### config.mk
export PLATFORM = sky130hd
export DESIGN_NAME = tei_info
export DESIGN_NICKNAME = d
export VERILOG_FILES = /design/src/design/tei_pkg.sv /design/src/design/tei_info.sv /design/src/design/tei_suspend.sv
export VERILOG_INCLUDE_DIRS = /design/src /design/src/design
export SDC_FILE = /design/constraint.sdc
export NUM_CORES = 1
export LEC_CHECK = 0
export ABC_CLOCK_PERIOD_IN_PS = 2600
export BUFFER_PORTS_ARGS = -buffer_cell sky130_fd_sc_hd__buf_2
export CAP_MARGIN = 10
export CORE_AREA = 3 3 91 93
export DETAILED_ROUTE_END_ITERATION = 10
export DIE_AREA = 0 0 94 96
export PLACE_DENSITY = 0.68
export SLEW_MARGIN = 20
export SYNTH_ARGS = -nofsm -noshare
export SYNTH_HDL_FRONTEND = slang
export SYNTH_SLANG_ARGS = --single-unit
### constraint.sdc
create_clock -name ref_clk_i -period 2.6 [get_ports ref_clk_i]
set_input_delay 0.52 -clock ref_clk_i [delete_from_list [all_inputs] [get_ports ref_clk_i]]
set_output_delay 0.52 -clock ref_clk_i [all_outputs]
set_load 0.01 [all_outputs]
### src/design/tei_regs.svh
// Offsets, field positions and reset values of the transition error register.
// Overview of operation
// - Hard power-on clears; other resets keep fields.
// - Each detected condition sets its own bit.
// - Writing one to bit 0 clears all.
// - Hardware never clears a set sticky bit.
// - Power-on or watchdog reset saves lenient detect.
// - Power-on or watchdog reset saves handler active.
// - Transition error module degrade sets bit 23.
// - Transition error core degrade sets bit 22.
// - Thread degrade bits only set by software.
// - Urgent error module degrade sets bit 20.
// - Urgent error core degrade sets bit 19.
// - Unmarked cache errors set bits 17, 16.
// - Control register uncorrectable error sets bit 15.
// - Other cause bit 14 always reads zero.
// - Trap vector fault sets bit 13.
// - Timeout at max trap level sets bit 11.
// - Second timeout after async fault sets 10.
// - Soft reset at max level sets bit 9.
// - Trap at max level sets bit 8.
// - Suspended thread wakes only on listed events.
// - Suspended wake-resource urgent error becomes transition error.
// - Escalation sets urgent core bit and status bit.
`ifndef TEI_REGS_SVH
`define TEI_REGS_SVH

`define TEI_INFO_OFFSET     8'h18
`define TEI_INFO_RESET      64'h0000_0000_0000_0000
`define TEI_IMPL_MASK       64'h0000_0003_00ff_af00
`define TEI_SW_SET_MASK     64'h0000_0000_00ff_0000
`define TEI_B_SAVED_LENIENT 33
`define TEI_B_SAVED_HANDLER 32
`define TEI_B_TR_MODULE     23
`define TEI_B_TR_CORE       22
`define TEI_B_TR_THREAD     21
`define TEI_B_UG_MODULE     20
`define TEI_B_UG_CORE       19
`define TEI_B_UG_THREAD     18
`define TEI_B_L2_UE         17
`define TEI_B_L1_UE         16
`define TEI_B_CTRL_UE       15
`define TEI_B_OTHER         14
`define TEI_B_TRAP_VEC      13
`define TEI_B_WDT_MAX       11
`define TEI_B_SECOND_WDT    10
`define TEI_B_SOFT_MAX      9
`define TEI_B_TRAP_MAX      8
`define TEI_B_CLEAR_ALL     0

`endif

### src/design/tei_pkg.sv
// Types shared by the transition error block.
package tei_pkg;

    typedef enum logic [1:0] {
        tei_st_run  = 2'b01,
        tei_st_susp = 2'b10
    } tei_thr_state_t;

    typedef logic [63:0] tei_word_t;

endpackage : tei_pkg

### src/design/tei_info.sv
// Transition error information register with its detectors.
`timescale 1ns/1ps
`include "tei_regs.svh"

module tei_info
    import tei_pkg::*;
#(
    parameter int LVL_W         = 3,
    parameter int MAX_TRAP_LVL  = 5
)
(
    // Clock and hard power-on reset.
    input  wire logic            ref_clk_i,
    input  wire logic            sys_rst_i,
    // Register access port.
    input  wire logic            reg_wr_i,
    input  wire logic            reg_rd_i,
    input  wire logic [7:0]      reg_addr_i,
    input  wire logic [63:0]     reg_wdata_i,
    output logic [63:0]          reg_rdata_o,
    output logic                 reg_rvalid_o,
    // Resets that keep the register.
    input  wire logic            por_event_i,
    input  wire logic            watchdog_reset_event_i,
    input  wire logic            external_reset_event_i,
    // Live error control settings.
    input  wire logic            lenient_detect_i,
    input  wire logic            handler_active_i,
    // Degrade requests.
    input  wire logic            transition_degrade_module_i,
    input  wire logic            transition_degrade_core_i,
    input  wire logic            urgent_degrade_module_i,
    input  wire logic            urgent_degrade_core_i,
    // Uncorrectable error reports.
    input  wire logic            l2_unmarked_uncorrectable_i,
    input  wire logic            l1_unmarked_uncorrectable_i,
    input  wire logic            control_reg_uncorrectable_i,
    input  wire logic            trap_vector_fault_i,
    // Trap and timeout events.
    input  wire logic [LVL_W-1:0] trap_level_i,
    input  wire logic            trap_taken_i,
    input  wire logic            watchdog_timeout_i,
    input  wire logic            async_data_fault_taken_i,
    input  wire logic            software_initiated_reset_i,
    // Suspend and wake events.
    input  wire logic            suspend_req_i,
    input  wire logic            interrupt_vector_i,
    input  wire logic            interrupt_level_i,
    input  wire logic            error_identity_reg_ue_i,
    input  wire logic            system_tick_ue_i,
    input  wire logic            cycle_tick_ue_i,
    // Status out.
    output logic                 suspended_o,
    output logic                 transition_error_o,
    output logic [2:0]           urgent_error_status_set_o,
    output logic [63:0]          transition_error_info_o
);

    localparam logic [LVL_W-1:0] MAX_LVL = LVL_W'(MAX_TRAP_LVL);

    tei_word_t info_ff;
    tei_word_t nxt_info;
    tei_word_t hw_set;
    tei_word_t sw_set;
    logic [63:0] rdata_ff;
    logic        rvalid_ff;
    logic        hit;
    logic        clr;
    logic        save;
    logic        at_max;
    logic        wake;
    logic        escal;

    ////////////////////////////////////////////////////////////////////////

    assign hit    = (reg_addr_i == `TEI_INFO_OFFSET);
    assign clr    = reg_wr_i && hit
                    && reg_wdata_i[`TEI_B_CLEAR_ALL];
    assign save   = por_event_i || watchdog_reset_event_i;
    assign at_max = (trap_level_i == MAX_LVL);
    assign wake   = por_event_i || watchdog_reset_event_i
                    || external_reset_event_i || interrupt_vector_i
                    || interrupt_level_i;

    ////////////////////////////////////////////////////////////////////////

    tei_suspend u_suspend (
        .ref_clk_i     (ref_clk_i),
        .sys_rst_i     (sys_rst_i),
        .suspend_req_i (suspend_req_i),
        .wake_i        (wake),
        .wake_res_ue_i ({cycle_tick_ue_i, system_tick_ue_i,
                         error_identity_reg_ue_i}),
        .suspended_o   (suspended_o),
        .escalate_o    (escal),
        .status_set_o  (urgent_error_status_set_o)
    );

    assign transition_error_o = escal;

    ////////////////////////////////////////////////////////////////////////

    // Hardware set sources; thread degrade bits have none.
    always_comb
    begin
        hw_set = 64'h0;
        hw_set[`TEI_B_TR_MODULE]  = transition_degrade_module_i;
        hw_set[`TEI_B_TR_CORE]    = transition_degrade_core_i;
        hw_set[`TEI_B_UG_MODULE]  = urgent_degrade_module_i;
        hw_set[`TEI_B_UG_CORE]    = urgent_degrade_core_i
                                    || escal;
        hw_set[`TEI_B_L2_UE]      = l2_unmarked_uncorrectable_i;
        hw_set[`TEI_B_L1_UE]      = l1_unmarked_uncorrectable_i;
        hw_set[`TEI_B_CTRL_UE]    = control_reg_uncorrectable_i;
        hw_set[`TEI_B_TRAP_VEC]   = trap_vector_fault_i;
        hw_set[`TEI_B_WDT_MAX]    = watchdog_timeout_i
                                    && at_max;
        hw_set[`TEI_B_SECOND_WDT] = watchdog_timeout_i
                                    && async_data_fault_taken_i;
        hw_set[`TEI_B_SOFT_MAX]   = software_initiated_reset_i
                                    && at_max;
        hw_set[`TEI_B_TRAP_MAX]   = trap_taken_i && at_max;
    end

    // Software may only set writable bits, so only bit 0 of a write can clear.
    assign sw_set = (reg_wr_i && hit)
                    ? (reg_wdata_i & `TEI_SW_SET_MASK) : 64'h0;

    // Set wins over the clear issued in the same cycle.
    always_comb
    begin
        nxt_info = clr ? `TEI_INFO_RESET : info_ff;
        nxt_info = nxt_info | hw_set | sw_set;
        if (save)
        begin
            nxt_info[`TEI_B_SAVED_LENIENT] = lenient_detect_i;
            nxt_info[`TEI_B_SAVED_HANDLER] = handler_active_i;
        end
        nxt_info = nxt_info & `TEI_IMPL_MASK;
    end

    // Only the hard reset clears; other resets arrive as events.
    always_ff @(posedge ref_clk_i or posedge sys_rst_i)
    begin
        if (sys_rst_i)
        begin
            info_ff <= `TEI_INFO_RESET;
        end
        else
        begin
            info_ff <= nxt_info;
        end
    end

    ////////////////////////////////////////////////////////////////////////

    // Unmapped addresses read as zero; bit 0 always reads zero.
    always_ff @(posedge ref_clk_i or posedge sys_rst_i)
    begin
        if (sys_rst_i)
        begin
            rdata_ff  <= 64'h0;
            rvalid_ff <= 1'b0;
        end
        else
        begin
            rvalid_ff <= reg_rd_i;
            if (reg_rd_i)
            begin
                rdata_ff <= hit ? info_ff : 64'h0;
            end
        end
    end

    assign reg_rdata_o             = rdata_ff;
    assign reg_rvalid_o            = rvalid_ff;
    assign transition_error_info_o = info_ff;
endmodule : tei_info

### src/design/tei_suspend.sv
// Suspend state tracker and escalation of wake-resource urgent errors.
`timescale 1ns/1ps

module tei_suspend
    import tei_pkg::*;
(
    // Clock and hard reset.
    input  wire logic       ref_clk_i,
    input  wire logic       sys_rst_i,
    // Suspend entry and wake events.
    input  wire logic       suspend_req_i,
    input  wire logic       wake_i,
    // Urgent errors in wake resources.
    input  wire logic [2:0] wake_res_ue_i,
    // Results.
    output logic            suspended_o,
    output logic            escalate_o,
    output logic [2:0]      status_set_o
);

    tei_thr_state_t state_ff;
    tei_thr_state_t nxt_state;
    logic           escalate_ff;
    logic [2:0]     status_set_ff;
    logic           hit;

    ////////////////////////////////////////////////////////////////////////

    // Wake wins over a new suspend so a waking thread is never lost.
    always_comb
    begin
        nxt_state = state_ff;
        unique case (state_ff)
            tei_st_run:
            begin
                if (suspend_req_i && !wake_i)
                begin
                    nxt_state = tei_st_susp;
                end
            end
            tei_st_susp:
            begin
                if (wake_i)
                begin
                    nxt_state = tei_st_run;
                end
            end
            default:
            begin
                nxt_state = tei_st_run;
            end
        endcase
    end

    always_ff @(posedge ref_clk_i or posedge sys_rst_i)
    begin
        if (sys_rst_i)
        begin
            state_ff <= tei_st_run;
        end
        else
        begin
            state_ff <= nxt_state;
        end
    end

    ////////////////////////////////////////////////////////////////////////

    assign hit = (state_ff == tei_st_susp) && (|wake_res_ue_i);

    // A stuck wake resource would strand the thread, so it is escalated.
    always_ff @(posedge ref_clk_i or posedge sys_rst_i)
    begin
        if (sys_rst_i)
        begin
            escalate_ff   <= 1'b0;
            status_set_ff <= 3'h0;
        end
        else
        begin
            escalate_ff   <= hit;
            status_set_ff <= hit ? wake_res_ue_i : 3'h0;
        end
    end

    assign suspended_o  = (state_ff == tei_st_susp);
    assign escalate_o   = escalate_ff;
    assign status_set_o = status_set_ff;
endmodule : tei_suspend

# ---- Word-level counts from Yosys, hierarchy flattened
# Cells that the tools add are included.
dict set report word_totals {
  ff_bits 87
  out_inout_bits 134
}
dict set report op_classes {
  n_eq_ne 6
  n_mux 8
  bitwise 2
  reduce_logical 16
}
# op count
set ops {}
lappend ops {{$mux W34} 2}
lappend ops {{$or A34 B24 Y34} 2}
lappend ops {{$mux W24} 1}
lappend ops {{$eq A8 B5 Y1 const B} 1}
lappend ops {{$logic_and A1 B1 Y1} 8}
lappend ops {{$mux W2} 3}
lappend ops {{$logic_or A1 B1 Y1} 5}
lappend ops {{$ne A2 B1 Y1 const B} 2}
lappend ops {{$pmux W2 S2} 1}
lappend ops {{$eq A3 B3 Y1 const B} 1}
lappend ops {{$mux W3} 1}
lappend ops {{$reduce_or A3 Y1} 1}
lappend ops {{$eq A2 B1 Y1 const B} 1}
lappend ops {{$eq A2 B2 Y1 const B} 1}
lappend ops {{$reduce_and A2 Y1} 1}
lappend ops {{$logic_not A1 Y1} 1}

# ---- Depth between registers and ports, before layout
dict set report logic_depth {
  depth_word 8
  depth_mapped 5
}

# ---- By module
# From an unflattened synthesis, not the netlist that was laid out.
dict set report hier_totals {
  cells_unflattened 199
  hier_area_um2 2177.1
}
# mod instances cells_each area_each_um2
set modules_own_cells {}
lappend modules_own_cells {tei_info 1 182 1956.9}
lappend modules_own_cells {tei_suspend 1 17 220.2}

# ---- Least setup slack after synthesis
# Ideal clock, no wire load.
dict set report synth_timing {
  path_kind {input -> register}
  from {input port reg_addr_i[2]}
  to {register info_ff[11] (netlist: transition_error_info_o[11])}
  arrival_time_ns 2.004
  t_required_ns 2.479
  path_slack_ns 0.475
  stages 5
  path_buffers 2
  cell_sequence {or4b_4 > or4_1 > buf_2 > buf_6 > a22o_1}
}
dict set report synth_between {
  elab_chain_len 6
}
# item line_no
set synth_rtl {}
lappend synth_rtl {{from (decl)} tei_info.sv:18} ;# input wire logic [7:0] reg_addr_i,
lappend synth_rtl {{$eq A8 B5 Y1 (no source line)} --}
lappend synth_rtl {{$logic_and A1 B1 Y1 (2 in a row)} tei_info.sv:77} ;# assign clr = reg_wr_i && hit
lappend synth_rtl {{$mux W34} tei_info.sv:132} ;# nxt_info = clr ? `TEI_INFO_RESET : info_ff;
lappend synth_rtl {{$or A34 B24 Y34 (2 in a row)} tei_info.sv:133} ;# nxt_info = nxt_info | hw_set | sw_set;
lappend synth_rtl {{net nxt_info[11]} tei_info.sv:62} ;# tei_word_t nxt_info;
lappend synth_rtl {{to (signal assigned)} tei_info.sv:147} ;# info_ff <= `TEI_INFO_RESET;
lappend synth_rtl {{to (signal assigned)} tei_info.sv:151} ;# info_ff <= nxt_info;
lappend synth_rtl {{to (decl)} tei_info.sv:61} ;# tei_word_t info_ff;
# The timed path passes the listed nets, and every way through them passes these cells.
# A chain may end at the register's enable or synchronous reset.

# ---- Worst setup path in the final report
dict set report layout_timing {
  from {input port reg_addr_i[2]}
  to {register info_ff[20] (netlist: transition_error_info_o[20])}
}
dict set report layout_between {
  elab_chain_len 6
  word_cells_on_any_way 7
  cone_classes {1 x eq/ne; 2 x mux; 2 x bitwise; 2 x reduce/logical}
}
# item line_no
set layout_rtl {}
lappend layout_rtl {{$eq A8 B5 Y1 (no source line) *} --}
lappend layout_rtl {{$logic_and A1 B1 Y1 *} {tei_info.sv:77, tei_info.sv:126}}
lappend layout_rtl {{$logic_and A1 B1 Y1} tei_info.sv:77}
lappend layout_rtl {{$mux W34} tei_info.sv:132}
lappend layout_rtl {{$or A34 B24 Y34} tei_info.sv:133}
lappend layout_rtl {{$or A34 B24 Y34 *} tei_info.sv:133}
lappend layout_rtl {{net nxt_info[20]} tei_info.sv:62}
# Mark *: on every way through the listed nets, which the timed path passes. The rest lies on a longest branch.

==> flow_metrics.env <==
export IMPL_syn_cell_area_um2=2160
export IMPL_core_area_um2=7610
export IMPL_synth_top_family_by_area="buffers and inverters"
export IMPL_grt_usage=0.0836
export IMPL_place_hpwl_um=3440
export IMPL_report_final_slew_viol_count=0
export IMPL_worstPathRequired_ns=2.76
export IMPL_grt_busiest_layer="met2"
export IMPL_combPwrFrac=0.123
export IMPL_cts_setup_buffers=0
export IMPL_rsz0062_at_grt="no"
export IMPL_grt_pass1_vias=1174
export IMPL_yosysSeqAreaShare=0.451
export IMPL_cts_inserted_buffers=5
export IMPL_initial_core_util=0.285
export IMPL_synthXorXnorAreaFrac=0
export IMPL_numPortBuffers=84
export IMPL_syn_area_per_cell_um2=10.9
export IMPL_grt_pass1_wl_um=5810
export IMPL_hold_viol=0
export IMPL_viasPerCell=3.66
export IMPL_grt_overflow_total=0
export IMPL_layout_drive_gt1_share=0.348
export IMPL_p_total_w=0.00120
export IMPL_cts_sinks=39
export IMPL_status="finished, final reports clean"
export IMPL_antenna_found_initial=0
export IMPL_synth_area_mux_share=0
export IMPL_yosys_warnings=0
export IMPL_hold_buffers=0
export IMPL_powerDensity_nw_per_um2=487
export IMPL_globalRouteMet1Util=0.0957
export IMPL_ys_types=27
export IMPL_syn2layout_area_growth_pct=14.1
export IMPL_cts_resized=0
export IMPL_ys_ff_latch=39
export IMPL_dieArea_um2=9020
export IMPL_crit_fanout=14
export IMPL_p_sw_w=0.000302
export IMPL_finalSetupViolCount=0
export IMPL_ir_worst_vdd_v=0.000145
export IMPL_fmax_mhz=472
export IMPL_switching_share=0.251
export IMPL_antenna_left=0
export IMPL_post_route_period_util=0.815
export IMPL_endpoint="transition_error_info_o[20]"
export IMPL_fp_dieH_um=96
export IMPL_cts_max_level=2
export IMPL_pwr_share_seq=0.519
export IMPL_n_fill_cell=781
export IMPL_crit_path_end_kind="flop"
export IMPL_insertedDiodeCount=0
export IMPL_maxCapViolations=0
export IMPL_firstDrtPassIters=4
export IMPL_synth_compound_area_frac=0.132
export IMPL_fin_nets=391
export IMPL_grtUsageMet3=0.0235
export IMPL_clk_latency_ns=0.28
export IMPL_r2r_cells=2
export IMPL_die_w_um=94
export IMPL_cts_root_buffer="clkbuf_8"
export IMPL_synth_cells=198
export IMPL_route_vias_total=1436
export IMPL_crit_path_start="reg_addr_i[2]"
export IMPL_gr_usage_met2=0.144
export IMPL_r2r_slack_ns=1.53
export IMPL_grt_max_degree=40
export IMPL_clk_pin_slew_ns=0.07
export IMPL_post_route_min_period_ns=2.12
export IMPL_tns_ns=0
export IMPL_cts_tree="yes"
export IMPL_synthAdderAreaFrac=0
export IMPL_intPower_w=0.000900
export IMPL_skew_ns=0.00459
export IMPL_ioPinCount=236
export IMPL_rows=32
export IMPL_postRouteWirelength_um=4240
export IMPL_crit_type="input port to flop"
export IMPL_reg2reg_to="transition_error_info_o[19]"
export IMPL_first_iter_violations=27
export IMPL_r2r_start="u_suspend.escalate_o"
export IMPL_power_share_clock=0.358
export IMPL_drc_errors=0
export IMPL_cts_buffer_depth=2
export IMPL_worstSetupStartpointType="input port"
export IMPL_leakage_nw=1.38
export IMPL_globalplace_congestion=0.655
export IMPL_worstPathArrival_ns=2.28
export IMPL_wl_per_cell_um=10.8
export IMPL_hp_class="input port to asynchronous set/reset pin"
export IMPL_synth_simple_area_share=0.0618
==> how the worst min path moves through the flow <==
stage / from / depth (start not counted) / endpoint / slack [ns]
after global routing: reg_rd_i / 1 / reg_rvalid_o / 0.35
after CTS: sys_rst_i / 3 / reg_rdata_o[9] / 0.35
after floorplan: u_suspend.state_ff[1] / 2 / u_suspend.escalate_o / 0.52
final: sys_rst_i / 3 / reg_rdata_o[9] / 0.33
after detailed placement: reg_rdata_o[22] / 1 / reg_rdata_o[22] / 0.49
after global placement: reg_rdata_o[16] / 1 / reg_rdata_o[16] / 0.49
==> flip-flops by register name, indices dropped and copies added (netlist names) <==
register / flops
reg_rdata_o: 16
reg_rvalid_o: 1
transition_error_info_o: 16
u_suspend.escalate_o: 1
u_suspend.state_ff: 2
u_suspend.status_set_o: 3
==> power by group through the flow <==
stage,Sequential [W],Combinational (W),Clock (W)
after detailed placement,0.000635,0.000146,0
after global placement,0.000634,0.000144,0
after global routing,0.000624,0.000168,0.000484
final,0.000623,0.000148,0.000430
after CTS,0.000623,0.000146,0.000444
after floorplan,0.000638,0.000195,0
==> logic make-up (layout without fill, tap and decap cells) <==
group                  Yosys count  in the layout
AOI/OAI and AO/OA               32             32
DFF                             39             39
other                            1             96
and+or+nand+nor                 21             21
buffers and inverters          105            102
==> layer usage <==
layer | up-vias | share of wire | routed length, µm
met1 | 663 | 0.38 | 1610
met3 | 4 | 0.12 | 525
li1 | 658 | - | -
met4 | 0 | 0.013 | 53
met2 | 111 | 0.48 | 2050
met5 | - | 0 | 0
==> cells in the mapped netlist <==
| master | number | area, µm² |
|---|---|---|
| buf_2 | 2 | 10.0 |
| nand3_1 | 1 | 5.00 |
| nor2b_1 | 2 | 12.5 |
| dfrtp_1 | 38 | 951 |
| clkbuf_1 | 1 | 3.75 |
| buf_6 | 1 | 11.3 |
| a31o_1 | 2 | 17.5 |
| and2_1 | 3 | 18.8 |
| or4_1 | 1 | 7.51 |
| or4b_1 | 1 | 10.0 |
| a22o_1 | 22 | 193 |
| and3_1 | 1 | 6.26 |
| and3b_1 | 1 | 8.76 |
| a21o_1 | 2 | 15.0 |
| or2_2 | 1 | 6.26 |
| clkinv_1 | 1 | 3.75 |
| a221o_1 | 6 | 60.1 |
| inv_1 | 4 | 15.0 |
| nand2_1 | 1 | 3.75 |
| buf_4 | 96 | 721 |
| or4b_4 | 1 | 13.8 |
| nor2_1 | 2 | 7.51 |
| nand2b_1 | 1 | 6.26 |
| dfstp_2 | 1 | 26.3 |
| nor3_1 | 4 | 20.0 |
| nand3b_1 | 1 | 7.51 |
| conb_1 | 1 | 3.75 |
==> worst max-delay path, cell delays in order <==
cell     delay (ns)
buf_2          0.10
or4b_4         0.54
or4_1          0.55
buf_4          0.23
a221o_1        0.33
==> per-stage QoR <==
stage	instance area, µm²	cells	hold WS [ns]	setup slack, ns	utilization
after floorplan	2520	293	0.519	0.475	-
after global placement	2370	384	0.489	0.218	0.311
after detailed placement	2370	384	0.492	0.211	0.311
after CTS	2470	392	0.345	0.499	0.325
after global routing	2470	392	0.354	0.468	0.325
final	2470	392	0.333	0.480	0.325
==> layout make-up <==
class,instances,area [µm²],share of cell area
sequential,39,977,0.396
multi-input combinational,149,785,0.318
inverter,5,18.8,0.00760
clock inverter,1,7.51,0.00304
clock buffer,7,96.3,0.0390
tap,102,128,0.0517
timing repair buffer,89,458,0.185
==> placed cells by master (no fill, tap or decap), types with 2 or more instances in the layout <==
| cell type | synthesis | layout |
|---|---|---|
| a21o_1 | 2 | 2 |
| a221o_1 | 6 | 6 |
| a22o_1 | 22 | 22 |
| a31o_1 | 2 | 2 |
| and2_1 | 3 | 3 |
| buf_2 | 2 | 84 |
| buf_4 | 96 | 5 |
| clkbuf_8 | 0 | 7 |
| conb_1 | 1 | 96 |
| dfrtp_1 | 38 | 38 |
| inv_1 | 4 | 4 |
| nor2_1 | 2 | 2 |
| nor2b_1 | 2 | 2 |
| nor3_1 | 4 | 3 |
Note: power is estimated with default switching activity, not from simulation.
